==> src/logic/hsm_pkg.sv <==
// package: constants and carrier types for the host slave mailbox port
package hsm_pkg;

	// ==========================================================
	// status byte field positions
	localparam int unsigned STAT_OUT_EMPTY_BIT = 0;
	localparam int unsigned STAT_IN_FULL_BIT   = 1;
	localparam int unsigned STAT_CMD_TAG_BIT   = 2;
	localparam int unsigned STAT_PORT_EN_BIT   = 3;
	localparam int unsigned STAT_USER_LSB      = 4;
	localparam int unsigned STAT_USER_W        = 4;

	// ==========================================================
	// register select levels
	localparam logic SEL_DATA   = 1'h0;
	localparam logic SEL_STATUS = 1'h1;

	// ==========================================================
	// reset values
	localparam logic [7:0] DATA_RESET   = 8'h00;
	localparam logic [7:0] STATUS_RESET = 8'h01; // output empty, port disabled
	localparam logic [2:0] SYNC_RESET   = 3'h7;  // strobes idle high

	// ==========================================================
	// host pin bundle as sampled
	typedef struct packed {
		logic       cs_n;
		logic       rd_n;
		logic       wr_n;
		logic       register_select;
		logic [7:0] data;
	} hsm_host_s;

	// core side access request
	typedef struct packed {
		logic       rd_data;   // core read of host_to_core_data completes
		logic       wr_data;   // core write of core_to_host_data
		logic       wr_status; // core write of handshake_status
		logic [7:0] wdata;
	} hsm_core_req_s;

endpackage : hsm_pkg

==> src/logic/hsm_capture.sv <==
// file: capture register loaded on a rising strobe edge
`timescale 1ns/1ps
module hsm_capture #(
	parameter int unsigned W = 8
) (
	// clock and reset
	input  wire logic         clk_sys_i,
	input  wire logic         rst_n_i,
	// strobe level and data to latch
	input  wire logic         strobe_i,
	input  wire logic [W-1:0] d_i,
	// latched data and one-cycle edge pulse
	output logic [W-1:0]      q_o,
	output logic              rise_o
);

	logic         strobe_q;
	logic [W-1:0] next_q;

	// data is held while the strobe is low, so take it at the end of the pulse
	always_comb begin
		rise_o = strobe_i & ~strobe_q;
		next_q = rise_o ? d_i : q_o;
	end

	always_ff @(posedge clk_sys_i) begin
		if (!rst_n_i) begin
			strobe_q <= 1'h1;
			q_o      <= '0;
		end else begin
			strobe_q <= strobe_i;
			q_o      <= next_q;
		end
	end

endmodule : hsm_capture

==> src/logic/hsm_port.sv <==
// file: top of the host slave mailbox port
`timescale 1ns/1ps
module hsm_port (
	// clock and reset
	input  wire logic       clk_sys_i,
	input  wire logic       rst_n_i,
	// host bus pins
	input  wire logic       cs_n_i,
	input  wire logic       rd_n_i,
	input  wire logic       wr_n_i,
	input  wire logic       register_select_i,
	input  wire logic [7:0] host_data_pins_i,
	output logic      [7:0] host_data_pins_o,
	output logic            host_data_pins_oe_o,
	// core side
	input  wire logic       core_rd_data_i,
	input  wire logic       core_wr_data_i,
	input  wire logic       core_wr_status_i,
	input  wire logic [7:0] core_wdata_i,
	output logic      [7:0] core_host_data_o,
	output logic      [7:0] core_status_o
);

	// ==========================================================
	// pin synchronisers
	hsm_pkg::hsm_host_s pin_s;
	logic               cs_n_s;
	logic               rd_n_s;
	logic               wr_n_s;
	logic               sel_s;
	hsm_pkg::hsm_core_req_s creq;

	// only control lines are synchronised; data is stable by the strobe edge
	// limitation: every host event is seen three to four clocks late, so a
	// strobe must stay low and high for at least five clocks to be caught
	hsm_sync #(.RESET_VAL(1'h1)) u_sync_cs (
		.clk_sys_i (clk_sys_i),
		.rst_n_i   (rst_n_i),
		.async_i   (cs_n_i),
		.level_o   (cs_n_s)
	);
	hsm_sync #(.RESET_VAL(1'h1)) u_sync_rd (
		.clk_sys_i (clk_sys_i),
		.rst_n_i   (rst_n_i),
		.async_i   (rd_n_i),
		.level_o   (rd_n_s)
	);
	hsm_sync #(.RESET_VAL(1'h1)) u_sync_wr (
		.clk_sys_i (clk_sys_i),
		.rst_n_i   (rst_n_i),
		.async_i   (wr_n_i),
		.level_o   (wr_n_s)
	);
	hsm_sync #(.RESET_VAL(1'h0)) u_sync_sel (
		.clk_sys_i (clk_sys_i),
		.rst_n_i   (rst_n_i),
		.async_i   (register_select_i),
		.level_o   (sel_s)
	);

	// gather the qualified pins and core requests into carriers
	always_comb begin
		pin_s.cs_n            = cs_n_s;
		pin_s.rd_n            = rd_n_s;
		pin_s.wr_n            = wr_n_s;
		pin_s.register_select = sel_s;
		pin_s.data            = host_data_pins_i;
		creq.rd_data          = core_rd_data_i;
		creq.wr_data          = core_wr_data_i;
		creq.wr_status        = core_wr_status_i;
		creq.wdata            = core_wdata_i;
	end

	// ==========================================================
	// cycle tracking: hold the select seen while a strobe is low
	logic wr_act;
	logic rd_act;
	logic wr_sel;
	logic rd_sel;
	logic next_wr_act;
	logic next_rd_act;
	logic next_wr_sel;
	logic next_rd_sel;
	logic status_en;

	// cycles are only armed while selected and enabled; address may move at strobe end
	// a strobe that stays deselected or disabled until it rises never arms, so its end is ignored
	always_comb begin
		next_wr_act = wr_act;
		next_rd_act = rd_act;
		next_wr_sel = wr_sel;
		next_rd_sel = rd_sel;
		if (!pin_s.cs_n && !pin_s.wr_n && status_en) begin
			next_wr_act = 1'h1;
			next_wr_sel = pin_s.register_select;
		end else if (pin_s.wr_n) begin
			next_wr_act = 1'h0;
		end
		if (!pin_s.cs_n && !pin_s.rd_n && status_en) begin
			next_rd_act = 1'h1;
			next_rd_sel = pin_s.register_select;
		end else if (pin_s.rd_n) begin
			next_rd_act = 1'h0;
		end
	end

	always_ff @(posedge clk_sys_i) begin
		if (!rst_n_i) begin
			wr_act <= 1'h0;
			rd_act <= 1'h0;
			wr_sel <= hsm_pkg::SEL_DATA;
			rd_sel <= hsm_pkg::SEL_DATA;
		end else begin
			wr_act <= next_wr_act;
			rd_act <= next_rd_act;
			wr_sel <= next_wr_sel;
			rd_sel <= next_rd_sel;
		end
	end

	// ==========================================================
	// host to core data register, latched on the write strobe rise
	logic       wr_rise;
	logic       wr_strobe;
	logic [7:0] host_to_core_data;

	// a raw strobe that ends outside an armed cycle is masked high
	always_comb begin
		wr_strobe = pin_s.wr_n | ~wr_act;
	end

	// select 0 or 1 both land here; the core's byte is untouched
	hsm_capture #(.W(8)) u_cap_wr (
		.clk_sys_i (clk_sys_i),
		.rst_n_i   (rst_n_i),
		.strobe_i  (wr_strobe),
		.d_i       (pin_s.data),
		.q_o       (host_to_core_data),
		.rise_o    (wr_rise)
	);

	// ==========================================================
	// host read completion edge
	logic rd_rise;
	logic rd_n_q;
	logic next_rd_n_q;

	// delayed copy of the qualified read strobe; resets to the idle level so
	// that leaving reset never looks like the end of a read
	always_comb begin
		next_rd_n_q = pin_s.rd_n;
	end

	always_ff @(posedge clk_sys_i) begin
		if (!rst_n_i) begin
			rd_n_q <= 1'h1;
		end else begin
			rd_n_q <= next_rd_n_q;
		end
	end

	// end of a data read only; status reads have no side effect
	always_comb begin
		rd_rise = pin_s.rd_n & ~rd_n_q & rd_act & (rd_sel == hsm_pkg::SEL_DATA);
	end

	// ==========================================================
	// core to host data register
	logic [7:0] core_to_host_data;
	logic [7:0] next_core_to_host_data;

	// written only by the core
	// the host side never reaches this register, so no arbitration is needed
	always_comb begin
		next_core_to_host_data = creq.wr_data ? creq.wdata : core_to_host_data;
	end

	always_ff @(posedge clk_sys_i) begin
		if (!rst_n_i) begin
			core_to_host_data <= hsm_pkg::DATA_RESET;
		end else begin
			core_to_host_data <= next_core_to_host_data;
		end
	end

	// ==========================================================
	// handshake status register
	logic [7:0] handshake_status;
	logic [7:0] next_status;

	// core writes first; hardware events then win over any core write or clear
	// a late set keeps a flag from being lost to a core clear it raced with
	always_comb begin
		next_status = handshake_status;
		if (creq.wr_status) begin
			next_status = creq.wdata;
		end
		if (creq.rd_data) begin
			next_status[hsm_pkg::STAT_IN_FULL_BIT] = 1'h0;
		end
		if (creq.wr_data) begin
			next_status[hsm_pkg::STAT_OUT_EMPTY_BIT] = 1'h0;
		end
		if (wr_rise) begin
			next_status[hsm_pkg::STAT_IN_FULL_BIT] = 1'h1;
			next_status[hsm_pkg::STAT_CMD_TAG_BIT] = wr_sel;
		end
		if (rd_rise) begin
			next_status[hsm_pkg::STAT_OUT_EMPTY_BIT] = 1'h1;
		end
	end

	always_ff @(posedge clk_sys_i) begin
		if (!rst_n_i) begin
			handshake_status <= hsm_pkg::STATUS_RESET;
		end else begin
			handshake_status <= next_status;
		end
	end

	// ==========================================================
	// named status fields; the host view of the status byte is built from these, the core reads handshake_status directly
	logic [3:0] user_status;
	logic       port_enable;
	logic       command_tag;
	logic       input_full;
	logic       output_empty;

	// bit layout user[7:4], enable, tag, full, empty
	always_comb begin
		user_status  = handshake_status[hsm_pkg::STAT_USER_LSB +: hsm_pkg::STAT_USER_W];
		port_enable  = handshake_status[hsm_pkg::STAT_PORT_EN_BIT];
		command_tag  = handshake_status[hsm_pkg::STAT_CMD_TAG_BIT];
		input_full   = handshake_status[hsm_pkg::STAT_IN_FULL_BIT];
		output_empty = handshake_status[hsm_pkg::STAT_OUT_EMPTY_BIT];
	end

	// the enable gates arming and drive only; the core may still use the
	// registers while the host side is shut off
	always_comb begin
		status_en = port_enable;
	end

	// ==========================================================
	// host read data path
	logic [7:0] host_status_view;
	logic [7:0] next_pins;
	logic       next_oe;
	logic       raw_rd;

	// host sees output_full, the inverse of output_empty
	always_comb begin
		host_status_view = {user_status, port_enable, command_tag,
			input_full, ~output_empty};
	end

	// drive only while selected, reading and enabled; late by the sync delay
	// the pin value is registered so the pins never glitch between the two sources
	always_comb begin
		raw_rd    = ~pin_s.cs_n & ~pin_s.rd_n;
		next_oe   = raw_rd & status_en;
		next_pins = (pin_s.register_select == hsm_pkg::SEL_STATUS) ?
			host_status_view : core_to_host_data;
	end

	always_ff @(posedge clk_sys_i) begin
		if (!rst_n_i) begin
			host_data_pins_o    <= hsm_pkg::DATA_RESET;
			host_data_pins_oe_o <= 1'h0;
		end else begin
			host_data_pins_o    <= next_pins;
			host_data_pins_oe_o <= next_oe;
		end
	end

	// ==========================================================
	// core read view; the core checks the tag here before the data
	always_comb begin
		core_host_data_o = host_to_core_data;
		core_status_o    = handshake_status;
	end

endmodule : hsm_port

==> src/logic/hsm_sync.sv <==
// file: three-stage synchroniser with agreement qualifier
`timescale 1ns/1ps
module hsm_sync #(
	parameter logic RESET_VAL = 1'h1
) (
	// clock and reset
	input  wire logic clk_sys_i,
	input  wire logic rst_n_i,
	// async in, qualified out
	input  wire logic async_i,
	output logic      level_o
);

	logic [2:0] stage;
	logic [2:0] next_stage;
	logic       next_level;

	// shift, and accept a change only once stages two and three agree
	always_comb begin
		next_stage = {stage[1:0], async_i};
		next_level = (stage[1] == stage[2]) ? stage[2] : level_o;
	end

	always_ff @(posedge clk_sys_i) begin
		if (!rst_n_i) begin
			stage   <= {3{RESET_VAL}};
			level_o <= RESET_VAL;
		end else begin
			stage   <= next_stage;
			level_o <= next_level;
		end
	end

endmodule : hsm_sync

==> config.mk <==
export PLATFORM = sky130hd
export DESIGN_NAME = hsm_port
export DESIGN_NICKNAME = d
export VERILOG_FILES = /design/src/logic/hsm_pkg.sv /design/src/logic/hsm_capture.sv /design/src/logic/hsm_port.sv /design/src/logic/hsm_sync.sv
export SDC_FILE = /design/constraint.sdc
export NUM_CORES = 1
export LEC_CHECK = 0
export ABC_AREA = 1
export BUFFER_PORTS_ARGS = -buffer_cell sky130_fd_sc_hd__buf_4
export CAP_MARGIN = 20
export CELL_PAD_IN_SITES_DETAIL_PLACEMENT = 0
export CELL_PAD_IN_SITES_GLOBAL_PLACEMENT = 1
export CORE_UTILIZATION = 35
export CTS_BUF_LIST = sky130_fd_sc_hd__clkbuf_8 sky130_fd_sc_hd__clkbuf_16
export CTS_CLUSTER_SIZE = 24
export DETAILED_ROUTE_END_ITERATION = 10
export PLACE_DENSITY_LB_ADDON = 0.25
export SKIP_CTS_REPAIR_TIMING = 1
export SYNTH_ARGS = -nofsm -noshare
export SYNTH_HDL_FRONTEND = slang
export SYNTH_SLANG_ARGS = --single-unit
==> constraint.sdc <==
create_clock -name clk_sys_i -period 2.8 [get_ports clk_sys_i]
set_input_delay 0.42 -clock clk_sys_i [delete_from_list [all_inputs] [get_ports clk_sys_i]]
set_output_delay 0.42 -clock clk_sys_i [all_outputs]
set_load 0.1 [all_outputs]
After elaboration in Yosys (flattened, before gate mapping)

Index checks and enable logic that the tools add are counted.

Equality and inequality tests: 4
Multiplexer cells: 9
Reduce and logical (&&, ||, !) cells: 13
Bitwise gates (word level): 15

Operators with widths:

| kind                | count |
|---|---|
| 8-bit 2-to-1 mux    | 1 |
| 1-bit NOT           | 8 |
| 2-bit nonzero test  | 4 |
| 1-bit AND           | 6 |
| 1-bit 2-to-1 mux    | 6 |
| 1-bit equality test | 4 |
| 1-bit logical AND   | 4 |
| 1-bit logical NOT   | 3 |
| 3-bit 2-to-1 mux    | 1 |
| 3-bit nonzero test  | 1 |
| 2-bit 2-to-1 mux    | 1 |
| 2-bit OR reduction  | 1 |
| 1-bit bitwise OR    | 1 |

Input port bits: 25
Bits in registers: 55
Logic and storage cells: 63

Logic depth before layout (Yosys ltp)

Word-level depth: 5
Gate-level depth with buffers: 6

Cells and area by module

From an unflattened synthesis, not the netlist that was laid out.

Cell total of the unflattened synthesis: 257
Area total of the unflattened synthesis: 1974.4 um^2

Modules (own cells, without submodules):

| module                   | cells an instance | seq. area each (um^2) | times used | area each (um^2) |
|---|---|---|---|---|
| hsm_port                 | 138               | 600.6                 | 1          | 1069.8 |
| hsm_sync (u_sync_cs ...) | 17                | 80.1                  | 3          | 133.9 |
| hsm_capture              | 55                | 180.2                 | 1          | 386.6 |
| hsm_sync (u_sync_sel)    | 13                | 80.1                  | 1          | 116.4 |

Worst setup path after synthesis

Ideal clock, no wire load.

Path kind: reg-to-reg
From: reg handshake_status[3] (netlist: core_status_o[3])
To: reg rd_sel
Setup time: 119 ps
Data arrival time: 1429 ps
Cell stages (with the launch flop): 4
Data required time: 2681 ps
Slack: 1253 ps
Period minus slack after synthesis: 1547 ps
Cells stage by stage: dfxtp_1 > nand2_1 > nor3_1 > nor2_1

Word-level cells in the longest chain between the ends: 1

Ends and longest elaborated chain:

| element                  | RTL line        | text |
|---|---|---|
| start: declaration       | hsm_port.sv:188 | `logic [7:0] handshake_status;` |
| start signal: assignment | hsm_port.sv:215 | `handshake_status <= hsm_pkg::STATUS_RESET;` |
| start signal: assignment | hsm_port.sv:217 | `handshake_status <= next_status;` |
| 1-bit logical AND        | hsm_port.sv:99  | `if (!pin_s.cs_n && !pin_s.rd_n && status_en) begin` |
| end signal: assignment   | hsm_port.sv:112 | `rd_sel <= hsm_pkg::SEL_DATA;` |
| end signal: assignment   | hsm_port.sv:117 | `rd_sel <= next_rd_sel;` |
| end: declaration         | hsm_port.sv:79  | `logic rd_sel;` |

Every way passes these cells.
A chain may end at the register's enable or synchronous reset.

Final worst setup path

From: reg handshake_status[1] (netlist: core_status_o[1])
To: out core_status_o[1]

RTL lines:

| element          | RTL line       | text |
|---|---|---|
| end: declaration | hsm_port.sv:21 | `output logic [7:0] core_status_o` |

No word-level cell between the ends.

==> results.txt <==
The run finished with clean final reports. The maximum root-to-sink buffer count came out at 2. The post-route setup TNS is 0 ps.

The transition time at the pin with the least slew margin came out at 506.9 ps. The worst setup path is captured at a primary output. The sequential group share of total power is 0.557. The first global-routing pass estimated 5526 um of wire.

Counting the fill cells in the layout gives 513. From synthesis to final layout, the design area changed by 27.92%. The insertion delay to the later sink of the worst-skew pair came out at 300 ps. TritonCTS built the clock tree. Using the TritonRoute via totals, the vias-per-cell ratio works out to 4.430. The width of the chip came out at 74.20 um. After detailed routing, the number of remaining DRC violations is 0. The total of flip-flops plus latches after synthesis is 55.

The analysis attributes to net switching a power of 0.3897 mW. The combinational power share is 0.130. The depth of the CTS H-tree came out at 2.

The share of post-route cells with drive strength above 1 is 0.2201. The total of max-cap violations is 0. Synthesis produced 220 cells. The static leakage is 1.095 nW. The clock buffer count from CTS is 5. The cell family contributing the most delay on the critical path is flip-flops.

The iteration count of the initial detailed-routing pass came out at 4. The clock transition at the registers of the reported paths is 90 ps. The residual antenna-violating net count after detailed routing is 0. For this run, the number of Yosys warnings is 0. Dividing the synthesized area by the synthesized cell count gives 8.292 um^2. The worst endpoint required time came out at 2380 ps. Summed over all layers, the routed wires come to 3471 um. The region available for standard cell placement spans 4880 um^2. The count of antenna diodes in the layout is 0. The floorplan die area is 5505 um^2.

The final total power is 1.476 mW. Summing over every cut layer, the via total after detailed routing is 1484. The share of total power dissipated in the clock network is 0.313. The smallest setup slack after layout is 1370 ps. In this run, distinct cell masters in the synthesized netlist total 15. The port buffer count came out at 49. STA puts the critical path data arrival time at 1010 ps. STA classifies the critical path startpoint as a flip-flop. The buffer and inverter count on the worst path is 1. The largest net degree at the start of global routing came out at 44. The worst relative slew slack is 0.6616.

The top achievable clock speed came out at 699.5 MHz. At the end of routability-driven placement, the weighted congestion stood at 0.6560. The number of nets at the end of the flow is 292. The overall track demand over capacity in global routing is 0.1336. The final HPWL from detailed placement came out at 2372 um. The tree is rooted in a clkbuf_8. The number of global-route vias before repair came out at 1228. The switching portion of total power is 0.2641.

Internal power comes to 1.086 mW. The sequential cell area fraction in the yosys report is 0.6036. 50 I/O pins were placed. The final setup violation count is 0. The die is 74.20 um tall. The worst hold path belongs to the class primary input to flip-flop. Along the worst path, the maximum fanout reaches 3. The final number of hold-violating endpoints is 0.

The number of core rows is 25. For this run, the slowest stage of the critical path takes 390 ps. The clock drives 55 sinks.

The post-synth net total came out at 245. The average routed wire per standard cell is 10.36 um. Global routing finished with a remaining overflow of 0. The setup slack after placement is 1365 ps.

The clock period could shrink to 1430 ps. In this run the power density over the cells is 632.4 nW/um^2. The worst-case vdd ir drop came out at 0.0003071 V. The standard cell with the maximum stage delay on the critical path is dfxtp_1.

The count of final max-slew check failures is 0. The critical path goes through buf_4. The starting density of the core is 0.3738. Setup repair after global routing left no endpoint under its margin.

The number of antenna violations at the first check in global routing is 0. The critical path is of the flip-flop to primary output type. The starting DRC count in detailed routing is 32. The final worst clock skew came out at 6.756 ps. The share of the clock period used by the worst path came out at 0.5106. The cell area after synthesis is 1824 um^2.
==> cells in the mapped netlist (all sizes together) <==
cell type | n | area share
nor3 | 2 | 0.0055
dfxtp | 55 | 0.60
clkbuf | 2 | 0.0041
nor2 | 57 | 0.12
nand4 | 1 | 0.0034
inv | 19 | 0.039
nand2 | 16 | 0.033
nand3 | 4 | 0.011
o21ai | 34 | 0.093
a21oi | 14 | 0.038
or2 | 9 | 0.031
buf | 7 | 0.019
==> layout by cell type (no fill, tap or decap) <==
cell type / n
o21ai_0: 33
clkbuf_8: 7
dfxtp_1: 55
nor2_2: 1
nand3_1: 4
nor2_1: 56
or2_1: 9
nand4_1: 1
buf_4: 49
a21oi_1: 14
inv_1: 18
o21ai_1: 1
nor3_1: 2
inv_2: 2
nand2_1: 16
==> layer usage <==
layer / track usage / wire length [um] / vias to the layer above
li1: - / - / 785
met1: 0.1737 / 1780 / 654
met2: 0.1990 / 1426 / 38
met3: 0.04065 / 202 / 7
met4: 0.07051 / 61 / 0
met5: 0 / 0 / -
==> registers in the layout (all words and copies together) (netlist names), 3 cells and up <==
name	cells
host_data_pins_o	8
core_to_host_data	8
core_status_o	8
u_sync_cs.stage	3
u_sync_wr.stage	3
u_sync_sel.stage	3
u_sync_rd.stage	3
u_cap_wr.q_o	8
==> worst paths after layout <==
path	start	end	slack, ps	cells past startpoint
worst min register to register	u_sync_cs.stage[0]	u_sync_cs.stage[1]	410	1
worst max register to register	u_sync_wr.level_o	u_cap_wr.q_o[2]	1600	6
worst max-delay path	core_status_o[1]	core_status_o[1]	1370	1
worst min-delay path	register_select_i	u_sync_sel.stage[0]	290	3
==> stage by stage <==
stage	cells	utilization	hold slack [ps]	instance area [um^2]
after floorplan	220	-	385.5	1824
after global placement	327	0.4577	388.3	2233
after detailed placement	327	0.4577	393.5	2233
after CTS	335	0.4782	284.5	2333
after global routing	335	0.4782	280.6	2333
final	335	0.4782	292.6	2333
==> power by group through the flow <==
| stage | registers, mW | clock network, mW | logic [mW] |
|---|---|---|---|
| global placement | 0.841 | 0 | 0.193 |
| finish | 0.823 | 0.461 | 0.192 |
| detailed placement | 0.841 | 0 | 0.193 |
| CTS | 0.823 | 0.481 | 0.194 |
| global route | 0.826 | 0.515 | 0.205 |
| floorplan | 0.932 | 0 | 0.0440 |
==> logic make-up after synthesis <==
| family | after synthesis | synth area share |
|---|---|---|
| buffers and inverters | 28 | 0.06241 |
| AND/OR/NAND/NOR | 89 | 0.2023 |
| flip-flops | 55 | 0.6036 |
| AO/OA/AOI/OAI | 48 | 0.1317 |
==> area by class of cell <==
| cell class | instances | area (um^2) | share of cell area |
|---|---|---|---|
| multi-input cells | 137 | 609.3 | 0.2611 |
| clock inverters | 1 | 3.754 | 0.001609 |
| flip-flops and latches | 55 | 1101 | 0.4719 |
| inverters | 19 | 71.32 | 0.03056 |
| repair buffers | 49 | 367.9 | 0.1576 |
| well taps | 67 | 83.83 | 0.03592 |
| clock buffers | 7 | 96.34 | 0.04129 |
Power figures use the tool's default switching activity.
